### src/pwmi_pkg.sv
/*
  Constants and types of the PWM interrupt status and clear block.
  Assumes a 32-bit APB slave port and single-cycle event pulses from the
  timers, operators, trip logic and capture units, all on the same clock.
*/
// Notes on behaviour
// Masked status bit per source, read only.
// Clear register at 0x11C, write one clears.
// Three capture channels, own status and clear.
// One-shot trip per output pair, three bits.
// Cycle-by-cycle trip per output pair, three bits.
// Compare A and B per operator, separate bits.
// Fault start and end raise distinct flags.
// Timer zero and period flags per timer.
// Timer stop flag per timer.
// Raw flags at 0x114 set regardless of enable.
// Enable register at 0x110 gates masked status.
// Masked is raw AND enable; interrupt ORs masked.
// Writing zero clears nothing; clear reads zero.
`default_nettype none

package pwmi_pkg;

  localparam int PWMI_ADDR_W = 12;
  localparam int PWMI_DATA_W = 32;
  localparam int PWMI_NUM_SRC = 30;
  localparam int PWMI_GRP_W = 3;

  // Register byte offsets
  localparam logic [PWMI_ADDR_W-1:0] PWMI_ENABLE_OFS = 12'h110;
  localparam logic [PWMI_ADDR_W-1:0] PWMI_RAW_OFS = 12'h114;
  localparam logic [PWMI_ADDR_W-1:0] PWMI_MASKED_OFS = 12'h118;
  localparam logic [PWMI_ADDR_W-1:0] PWMI_CLEAR_OFS = 12'h11C;

  // Lowest bit of each group of three sources
  localparam int PWMI_TIMER_STOP_LSB = 0;
  localparam int PWMI_TIMER_ZERO_LSB = 3;
  localparam int PWMI_TIMER_PERIOD_LSB = 6;
  localparam int PWMI_FAULT_START_LSB = 9;
  localparam int PWMI_FAULT_END_LSB = 12;
  localparam int PWMI_COMPARE_A_LSB = 15;
  localparam int PWMI_COMPARE_B_LSB = 18;
  localparam int PWMI_CYCLE_TRIP_LSB = 21;
  localparam int PWMI_ONE_SHOT_LSB = 24;
  localparam int PWMI_CAPTURE_LSB = 27;

  // Reset values
  localparam logic [PWMI_NUM_SRC-1:0] PWMI_ENABLE_RST = 30'h0;
  localparam logic [PWMI_NUM_SRC-1:0] PWMI_RAW_RST = 30'h0;

  typedef struct packed {
    logic [PWMI_NUM_SRC-1:0] enable;
    logic [PWMI_GRP_W-1:0] fault_prev;
    logic ready;
    logic [PWMI_DATA_W-1:0] rdata;
    logic slverr;
    logic irq;
  } pwmi_regs_s;

  localparam pwmi_regs_s PWMI_REGS_RST = '{
    enable: PWMI_ENABLE_RST,
    fault_prev: 3'h0,
    ready: 1'b0,
    rdata: 32'h0,
    slverr: 1'b0,
    irq: 1'b0
  };

  typedef struct packed {
    logic [PWMI_NUM_SRC-1:0] raw;
  } pwmi_bank_s;

endpackage

`default_nettype wire

### src/pwmi_flag_if.sv
/*
  Connection between the register front end and the raw flag bank.
  Assumes both ends run on the same peripheral clock.
*/
`default_nettype none

interface pwmi_flag_if #(parameter int N = 30);
  logic [N-1:0] set;
  logic [N-1:0] clr;
  logic [N-1:0] raw;
  modport bank (input set, input clr, output raw);
  modport ctrl (output set, output clr, input raw);
endinterface

`default_nettype wire

### src/pwmi_flag_bank.sv
/*
  Sticky raw interrupt flags, one per source.
  Assumes set and clr are single-cycle terms on the same clock.
*/
`default_nettype none

module pwmi_flag_bank
  import pwmi_pkg::*;
#(
  parameter int N = PWMI_NUM_SRC
) (
  // Clock and reset
  input wire logic pclk,
  input wire logic presetn,
  // Flag set, clear and state
  pwmi_flag_if.bank flags
);

  pwmi_bank_s r;
  pwmi_bank_s next_r;
  logic [N-1:0] next_bit;

  ////////////////////////////////////////////////////////////////////
  // A flag is set by its event whatever its enable says; an event in
  // the clearing cycle survives so no edge is lost
  genvar i;
  generate
    for (i = 0; i < N; i++) begin : g_flag
      assign next_bit[i] = flags.set[i] | (r.raw[i] & ~flags.clr[i]);
    end
  endgenerate

  always_comb begin
    next_r = r;
    next_r.raw = next_bit;
  end

  always_ff @(posedge pclk or negedge presetn) begin
    if (!presetn) begin
      r <= '{raw: PWMI_RAW_RST};
    end else begin
      r <= next_r;
    end
  end

  assign flags.raw = r.raw;

endmodule

`default_nettype wire

### src/pwmi_irq_ctrl.sv
/*
  Interrupt status, enable and clear registers of a three-timer,
  three-operator PWM unit, reached over APB.
  Assumes all event inputs are one-cycle pulses, and fault inputs are
  levels, all from logic clocked by pclk.
*/
// Decided for this implementation: the APB slave port.
`default_nettype none

module pwmi_irq_ctrl
  import pwmi_pkg::*;
(
  // APB slave
  input wire logic pclk,
  input wire logic presetn,
  input wire logic [PWMI_ADDR_W-1:0] paddr,
  input wire logic psel,
  input wire logic penable,
  input wire logic pwrite,
  input wire logic [PWMI_DATA_W-1:0] pwdata,
  input wire logic [3:0] pstrb,
  output logic [PWMI_DATA_W-1:0] prdata,
  output logic pready,
  output logic pslverr,
  // Capture and trip events
  input wire logic [PWMI_GRP_W-1:0] capture_event,
  input wire logic [PWMI_GRP_W-1:0] one_shot_trip,
  input wire logic [PWMI_GRP_W-1:0] cycle_by_cycle_trip,
  // Operator events
  input wire logic [PWMI_GRP_W-1:0] operator_compare_a_event,
  input wire logic [PWMI_GRP_W-1:0] operator_compare_b_event,
  // Fault levels
  input wire logic fault_event_0,
  input wire logic fault_event_1,
  input wire logic fault_event_2,
  // Timer events
  input wire logic [PWMI_GRP_W-1:0] timer_period_event,
  input wire logic [PWMI_GRP_W-1:0] timer_zero_event,
  input wire logic [PWMI_GRP_W-1:0] timer_stop_event,
  // Interrupt
  output logic pwm_irq
);

  pwmi_regs_s r;
  pwmi_regs_s next_r;
  pwmi_flag_if #(.N(PWMI_NUM_SRC)) flags ();

  pwmi_flag_bank #(.N(PWMI_NUM_SRC)) u_bank (
    .pclk(pclk),
    .presetn(presetn),
    .flags(flags)
  );

  ////////////////////////////////////////////////////////////////////
  // Byte lanes of a write

  function automatic logic [PWMI_DATA_W-1:0] lane_mask(input logic [3:0] strb);
    logic [PWMI_DATA_W-1:0] m;
    m = '0;
    for (int b = 0; b < 4; b++) begin
      m[b*8 +: 8] = {8{strb[b]}};
    end
    return m;
  endfunction

  ////////////////////////////////////////////////////////////////////
  // Next state

  logic [PWMI_GRP_W-1:0] fault_now;
  logic setup;
  logic done;
  logic [PWMI_DATA_W-1:0] lmask;
  logic [PWMI_DATA_W-1:0] wmask;
  logic [PWMI_NUM_SRC-1:0] set_v;
  logic [PWMI_NUM_SRC-1:0] clr_v;
  logic [PWMI_NUM_SRC-1:0] masked;
  logic [PWMI_NUM_SRC-1:0] raw_ahead;

  always_comb begin
    next_r = r;
    fault_now = {fault_event_2, fault_event_1, fault_event_0};
    setup = psel & ~penable;
    done = psel & penable & r.ready;
    lmask = lane_mask(pstrb);
    wmask = pwdata & lmask;
    masked = flags.raw & r.enable;

    // Event vector, one group of three per source kind
    set_v = '0;
    set_v[PWMI_TIMER_STOP_LSB +: PWMI_GRP_W] = timer_stop_event;
    set_v[PWMI_TIMER_ZERO_LSB +: PWMI_GRP_W] = timer_zero_event;
    set_v[PWMI_TIMER_PERIOD_LSB +: PWMI_GRP_W] = timer_period_event;
    set_v[PWMI_FAULT_START_LSB +: PWMI_GRP_W] = fault_now & ~r.fault_prev;
    set_v[PWMI_FAULT_END_LSB +: PWMI_GRP_W] = ~fault_now & r.fault_prev;
    set_v[PWMI_COMPARE_A_LSB +: PWMI_GRP_W] = operator_compare_a_event;
    set_v[PWMI_COMPARE_B_LSB +: PWMI_GRP_W] = operator_compare_b_event;
    set_v[PWMI_CYCLE_TRIP_LSB +: PWMI_GRP_W] = cycle_by_cycle_trip;
    set_v[PWMI_ONE_SHOT_LSB +: PWMI_GRP_W] = one_shot_trip;
    set_v[PWMI_CAPTURE_LSB +: PWMI_GRP_W] = capture_event;
    next_r.fault_prev = fault_now;

    // Only ones written at the completing edge clear anything
    clr_v = '0;
    if (done && pwrite && paddr == PWMI_CLEAR_OFS) begin
      clr_v = wmask[PWMI_NUM_SRC-1:0];
    end

    if (done && pwrite && paddr == PWMI_ENABLE_OFS) begin
      next_r.enable = (r.enable & ~lmask[PWMI_NUM_SRC-1:0])
                    | wmask[PWMI_NUM_SRC-1:0];
    end

    // Read data is sampled in the setup cycle and held; one wait-free access
    next_r.ready = setup;
    if (setup) begin
      next_r.slverr = 1'b0;
      next_r.rdata = '0;
      unique case (paddr)
        PWMI_ENABLE_OFS: next_r.rdata[PWMI_NUM_SRC-1:0] = r.enable;
        PWMI_RAW_OFS: next_r.rdata[PWMI_NUM_SRC-1:0] = flags.raw;
        PWMI_MASKED_OFS: next_r.rdata[PWMI_NUM_SRC-1:0] = masked;
        PWMI_CLEAR_OFS: next_r.rdata = '0;
        default: next_r.slverr = 1'b1;
      endcase
    end else begin
      // Answer stands one cycle even if a master drops a transfer early
      next_r.slverr = 1'b0;
      next_r.rdata = '0;
    end

    // Interrupt tracks the flags as they will stand after this edge
    raw_ahead = set_v | (flags.raw & ~clr_v);
    next_r.irq = |(raw_ahead & next_r.enable);

    flags.set = set_v;
    flags.clr = clr_v;
  end

  always_ff @(posedge pclk or negedge presetn) begin
    if (!presetn) begin
      r <= PWMI_REGS_RST;
    end else begin
      r <= next_r;
    end
  end

  assign prdata = r.rdata;
  assign pready = r.ready;
  assign pslverr = r.slverr;
  assign pwm_irq = r.irq;

endmodule

`default_nettype wire

### config.mk
export PLATFORM = sky130hd
export DESIGN_NAME = pwmi_irq_ctrl
export DESIGN_NICKNAME = d
export VERILOG_FILES = /design/src/pwmi_pkg.sv /design/src/pwmi_flag_if.sv /design/src/pwmi_flag_bank.sv /design/src/pwmi_irq_ctrl.sv
export SDC_FILE = /design/constraint.sdc
export NUM_CORES = 1
export LEC_CHECK = 0
export ABC_CLOCK_PERIOD_IN_PS = 8470
export BUFFER_PORTS_ARGS = -buffer_cell sky130_fd_sc_hd__buf_2
export CAP_MARGIN = 25
export CORE_ASPECT_RATIO = 0.7
export CORE_MARGIN = 1
export CORE_UTILIZATION = 55
export CTS_CLUSTER_SIZE = 40
export DETAILED_ROUTE_END_ITERATION = 10
export PLACE_DENSITY = 0.82
export SLEW_MARGIN = 40
export SYNTH_ARGS = -nofsm -noshare
export SYNTH_HDL_FRONTEND = slang
export SYNTH_HIERARCHICAL = 1
export SYNTH_SLANG_ARGS = --single-unit
### constraint.sdc
create_clock -name pclk -period 8.47 [get_ports pclk]
set_clock_uncertainty 0.15 [all_clocks]
set_input_delay 0.847 -clock pclk [delete_from_list [all_inputs] [get_ports pclk]]
set_output_delay 0.847 -clock pclk [all_outputs]
set_load 0.05 [all_outputs]
==> results.toml, run 1 <==
[global_routing]
grt_pass1_wl_um = 18000
grt_pass1_vias = 3727
grt_use_total_pct = 26.5
grt-ovfl-total = 0
antenna_found_initial = 0
grt_max_degree = 77

[route]
drt_iter0_markers = 199
postRouteAntennaNets = 0
drt-pass1-iter-count = 4
route.detailed.drc = 0
viasPerCell = 5.42
vias = 3792
routed_wl_um = 11600
wire_per_inst_um = 16.6

[power_and_ir_drop]
p_int_w = 0.000768
pwr-share-seq_pct = 47.2
vdd_drop_max_mv = 0.114
p_clk_share_pct = 46.8
p_sw_w = 0.000207
p_comb_share_pct = 6.1
swShare_pct = 21.3
power-per-cell-area_mw_per_mm2 = 175
p_leak_nw = 3.01

[clock_network]
cts_num_sinks = 96
htreeDepth = 3
cts_inserted_buffers = 9
clock_path_buffers = 2
clkLatencyLatePin_ps = 340
clk_pin_slew_ps = 60
cts-root-buf = "clkbuf_16"
cts_resized = 0
cts_hold_buffers = 0
cts_tree = "done"
postCtsSetupBuffers = 0

[worst_setup_path]
crit_start = "paddr[2]"
path_cells = "buf_2 > or4_1 > nor4_4 > nand2_1 > mux2_2 > a22oi_1 > or4b_1 > or4_1"
arrival_ps = 4180
cp_top_family = "simple AND/OR/NAND/NOR gates"
crit_top_cell = "or4_1"
worstSetupEndpoint = "pwm_irq$_DFF_PN0_"
slowest_delay_ps = 650
r2r-start = "pready$_DFF_PN0_"
r2r-end = "pwm_irq$_DFF_PN0_"
cp_data_required_time_ps = 8530
cp-start-kind = "primary input"
crit_buf_inv = 1
cp-end-kind = "register"
ff2ff_path_depth = 7
crit_cells = 8
r2r_setup_slack_ps = 5170
critPathSlowestCell = "or4_1"
criticalPathCategory = "in -> reg"
worst-path-max-fanout = 34

[placement]
port_buffers = 110
hpwl_um = 7910
place.gp.congestion = 0.818

[synth]
synth_edf_count = 0
netlist-cell-type-count = 32
synth_cells = 498
synth_area_per_cell_um2 = 9.64
yosysSeqAreaShare_pct = 50.0
synth_ff_type = "dfrtp_1"
async_reset_ff_share_pct = 100
yosys.area.top_type = "dfrtp_1"
synthTopCellsByCount = "96 x dfrtp_1, 65 x inv_1, 60 x nor2_1, 34 x a21oi_1, 32 x buf_4"
ys.warnings.count = 6
ys_top_cells_by_area = "dfrtp_1 50%, mux2_2 5.9%, inv_1 5.1%"
synth_area_mm2 = 0.00480
synthMostInstantiatedCell = "dfrtp_1"
synth.top_cell.area_share_pct = 50.0
ys_ff_latch = 96

[sta]
drv_slew = 0
hold_violations = 0
tightest_slew_ps = 726
setup_violations = 0
holdWs_ps = 230
final.min_clock_period_ps = 4110
grt_setup_unrepaired = "false"
max_freq_mhz = 243
final.setup.tns_ps = 0
post-route-period-util_pct = 48.6
slew_headroom_pct = 51.4

[min_path]
hold_path.class = "in -> async"

[floorplanning]
fp.dieArea_mm2 = 0.00911
initial_core_util_pct = 56.9
die_width_um = 114
die_h_um = 80.2
io_pins = 115
core-area_mm2 = 0.00844
num_rows = 28

[cells_and_area]
nets = 654
drive_above_1_share_pct = 28.3
area_growth_pct = 16.2
antenna_cells = 0
fillerInstances = 667

[run]
cap_viol_max_count = 0

[run_status]
status = "completed"
==> cell families (layout without fill, tap and decap cells) <==
| logic type | after synthesis | after routing | share of synthesized area, % |
|---|---|---|---|
| multiplexers | 26 | 26 | 6.17 |
| AND/OR/NAND/NOR | 122 | 122 | 13.7 |
| AO/OA/AOI/OAI | 139 | 139 | 18.6 |
| flip-flops | 96 | 96 | 50.0 |
| buffers and inverters | 114 | 194 | 11.4 |
| other | 1 | 2 | 0.0781 |
==> registers in the layout, indices dropped and copies added (netlist names) <==
signal,cells
pslverr,1
prdata,30
u_bank/flags.raw,30
pwm_irq,1
r,33
pready,1
==> final cells by class <==
| type | instances | area (µm²) | share of cell area [%] |
|---|---|---|---|
| Sequential cell | 96 | 2400 | 43.1 |
| Multi-Input combinational cell | 289 | 1870 | 33.4 |
| Timing Repair Buffer | 113 | 579 | 10.4 |
| Inverter | 65 | 244 | 4.37 |
| Clock buffer | 10 | 229 | 4.10 |
| Tap cell | 120 | 150 | 2.69 |
| Clock inverter | 6 | 108 | 1.93 |
==> power by group through the flow <==
stage	clock network (W)	logic, W	registers, W
CTS	0.000464	0.0000596	0.000460
global route	0.000484	0.0000649	0.000460
finish	0.000456	0.0000592	0.000460
detailed placement	0	0.0000595	0.000469
global placement	0	0.0000583	0.000469
floorplan	0	0.0000187	0.000471
==> layer usage <==
| layer | track usage, % | wire length [µm] |
|---|---|---|
| met1 | 34.4 | 5260 |
| met2 | 43.9 | 5450 |
| met3 | 7.77 | 761 |
| met4 | 6.32 | 117 |
| met5 | 0 | 0 |
==> placed cells by master, fill, tap and decap left out, drive strengths merged, types with 26 or more instances in the layout <==
cell / instances
a21o: 30
a21oi: 34
and3: 26
buf: 113
dfrtp: 96
inv: 65
mux2: 26
nor2: 60
o21ai: 30
o21bai: 26
==> through the flow <==
step / worst slack [ps] / total power [W] / cells / instance area (µm²) / util (%)
global placement: 4070 / 0.000527 / 683 / 5240 / 62.0
finish: 4360 / 0.000976 / 699 / 5580 / 66.1
CTS: 4400 / 0.000984 / 699 / 5580 / 66.1
floorplan: 4700 / 0.000489 / 499 / 4810 / -
global route: 4290 / 0.00101 / 699 / 5580 / 66.1
detailed placement: 4040 / 0.000528 / 683 / 5240 / 62.1
==> how the worst min path moves through the flow <==
stage / end / from / cells past startpoint / slack [ps]
floorplan: r[46]$_DFF_PN0_ / r[46]$_DFF_PN0_ / 2 / 320
global placement: r[46]$_DFF_PN0_ / r[46]$_DFF_PN0_ / 2 / 340
detailed placement: r[40]$_DFF_PN0_ / r[40]$_DFF_PN0_ / 1 / 350
CTS: r[38]$_DFF_PN0_ / presetn / 1 / 240
global route: prdata[27]$_DFF_PN0_ / presetn / 1 / 240
finish: prdata[22]$_DFF_PN0_ / presetn / 1 / 230
(Power assumes the default switching activity.)
==> run 2, diff against run 1 <==
--- a/config.mk
+++ b/config.mk
@@ -5,15 +5,15 @@
 export SDC_FILE = /design/constraint.sdc
 export NUM_CORES = 1
 export LEC_CHECK = 0
-export ABC_CLOCK_PERIOD_IN_PS = 8470
+export ABC_CLOCK_PERIOD_IN_PS = 3300
 export BUFFER_PORTS_ARGS = -buffer_cell sky130_fd_sc_hd__buf_2
 export CAP_MARGIN = 25
 export CORE_ASPECT_RATIO = 0.7
 export CORE_MARGIN = 1
-export CORE_UTILIZATION = 55
+export CORE_UTILIZATION = 49
 export CTS_CLUSTER_SIZE = 40
 export DETAILED_ROUTE_END_ITERATION = 10
-export PLACE_DENSITY = 0.82
+export PLACE_DENSITY = 0.77
 export SLEW_MARGIN = 40
 export SYNTH_ARGS = -nofsm -noshare
 export SYNTH_HDL_FRONTEND = slang
==> constraint.sdc (replaced) <==
create_clock -name pclk -period 3.3 [get_ports pclk]
set_clock_uncertainty 0.15 [all_clocks]
set_input_delay 0.33 -clock pclk [delete_from_list [all_inputs] [get_ports pclk]]
set_output_delay 0.33 -clock pclk [all_outputs]
set_load 0.05 [all_outputs]
==> run 2 against run 1 <==
  * Non-clock buffer count is 24 higher
  * Wire length grew 1.7%
  * Die area grew 12%
  * Global-route usage shrank 2.1 points
  * Core utilization is 3.8 points lower
  * Sequential cell count unchanged
  * Final cell count rose by 4.0%
  * Largest cell class unchanged
  * Largest power group unchanged
==> results.toml, run 2 (same netlist as run 1, synthesis figures left out) <==
[run_status]
status = "completed"

[floorplanning]
core-area_mm2 = 0.00929
num_rows = 29
initial_core_util_pct = 51.7
die_width_um = 120
io_pins = 115
die_h_um = 84.8
fp.dieArea_mm2 = 0.0102

[run]
cap_viol_max_count = 0

[cells_and_area]
area_growth_pct = 20.3
layout_commonest_cell = "buf_2"
fillerInstances = 791
regMostFlops = "r"
largest_reg_flops = 33
finalInstanceArea_mm2 = 0.00578
nets = 678
drive_above_1_share_pct = 30.3
final_cell_mix = "109 x buf_2, 96 x dfrtp_1, 64 x inv_1"
antenna_cells = 0

[placement]
place.gp.congestion = 0.800
port_buffers = 110
placed_cell_area_mm2 = 0.00540
post-place-ws_ps = -197
hpwl_um = 8340

[worst_setup_path]
arrival_ps = 3230
criticalPathCategory = "in -> reg"
worst-path-max-fanout = 6
crit_buf_inv = 1
slowest_delay_ps = 580
cp_data_required_time_ps = 3360
cp_top_family = "simple AND/OR/NAND/NOR gates"
critPathSlowestCell = "or4b_4"
path_cells = "buf_2 > or4b_4 > nor4_4 > nand3_2 > mux2_2 > a22o_1 > or4b_1 > or4_1"
cp-start-kind = "primary input"
cp-end-kind = "register"

[sta]
slew_headroom_pct = 59.6
setup_violations = 0
grt_setup_unrepaired = "false"
hold_violations = 0
post-route-period-util_pct = 96.2
drv_slew = 0
finalWorstSetupSlack_ps = 124
tightest_slew_ps = 604
final.min_clock_period_ps = 3180
max_freq_mhz = 315

[clock_network]
clk_pin_slew_ps = 60
postCtsSetupBuffers = 0
cts_tree = "done"
cts_inserted_buffers = 9
clock_path_buffers = 2
htreeDepth = 3
cts-root-buf = "clkbuf_16"
cts_num_sinks = 96
clkLatencyLatePin_ps = 340

[route]
drt-pass1-iter-count = 4
vias = 3880
route.detailed.drc = 0
wire_per_inst_um = 16.2
drt_iter0_markers = 284
viasPerCell = 5.34
routed_wl_um = 11800
postRouteAntennaNets = 0

[power_and_ir_drop]
pwr-share-seq_pct = 46.9
power-per-cell-area_mw_per_mm2 = 436
swShare_pct = 21.4
p_comb_share_pct = 6.5
vdd_drop_max_mv = 0.257
p_leak_nw = 3.13
p_int_w = 0.00198
power_w = 0.00252
p_sw_w = 0.000539
p_clk_share_pct = 46.7

[global_routing]
grt_pass1_wl_um = 19100
grt_pass1_vias = 3945
grt-ovfl-total = 0
antenna_found_initial = 0
grt_max_degree = 56
grt_use_total_pct = 24.4

[min_path]
hold_path.class = "in -> reg"
==> run 2: layout make-up <==
cell class                 instances  area (µm²)  share of cell area [%]
multi-input combinational        289        1860                    32.2
timing repair buffer             137         778                    13.5
clock inverter                     6         108                    1.86
tap                              124         155                    2.68
inverter                          65         244                    4.22
sequential                        96        2400                    41.6
clock buffer                      10         229                    3.96
==> run 2: path summary, 6_finish.rpt <==
kind                                                     start                             end  slack [ps]  cells past startpoint
max in group asynchronous                              presetn                 r[51]$_DFF_PN0_        1940                      3
worst max register to register                pready$_DFF_PN0_               pwm_irq$_DFF_PN0_         300                      8
worst max-delay path                                  paddr[7]               pwm_irq$_DFF_PN0_         120                      8
worst min register to register  u_bank/flags.raw[15]$_DFF_PN0_  u_bank/flags.raw[15]$_DFF_PN0_         370                      1
min in group asynchronous                              presetn            prdata[26]$_DFF_PN0_         380                      2
worst min-delay path                       timer_stop_event[0]   u_bank/flags.raw[0]$_DFF_PN0_          30                      2
==> run 2: stage by stage <==
step / util [%] / instances / TNS [ps] / hold slack (ps)
2_1_floorplan: - / 499 / 0 / -116
3_3_place_gp: 58.2 / 707 / -145 / 207
5_1_grt: 62.2 / 727 / 0 / 19.6
3_5_place_dp: 58.2 / 707 / -197 / 212
4_1_cts: 62.2 / 727 / 0 / 21.2
6_report: 62.2 / 727 / 0 / 32.6
==> run 2: layer usage <==
layer | part of all wire [%] | GRT usage, % | routed length [µm] | up-vias
met5 | 0 | 0 | 0 | -
li1 | - | - | - | 1832
met4 | 0.74 | 6.06 | 87 | 0
met3 | 7.2 | 5.31 | 847 | 10
met2 | 46 | 39.3 | 5410 | 136
met1 | 46 | 33.7 | 5430 | 1902
==> run 2: power groups by stage <==
stage	Clock (W)	Combinational (W)	Sequential (W)
detailed placement	0	0.000159	0.00120
global route	0.00125	0.000178	0.00118
finish	0.00118	0.000163	0.00118
global placement	0	0.000156	0.00120
floorplan	0	0.0000479	0.00121
CTS	0.00119	0.000163	0.00118
==> run 2: timing repair <==
item	CTS	global route
hold buffers	4	0
resized for setup	0	0
endpoints found under the hold margin	44	0
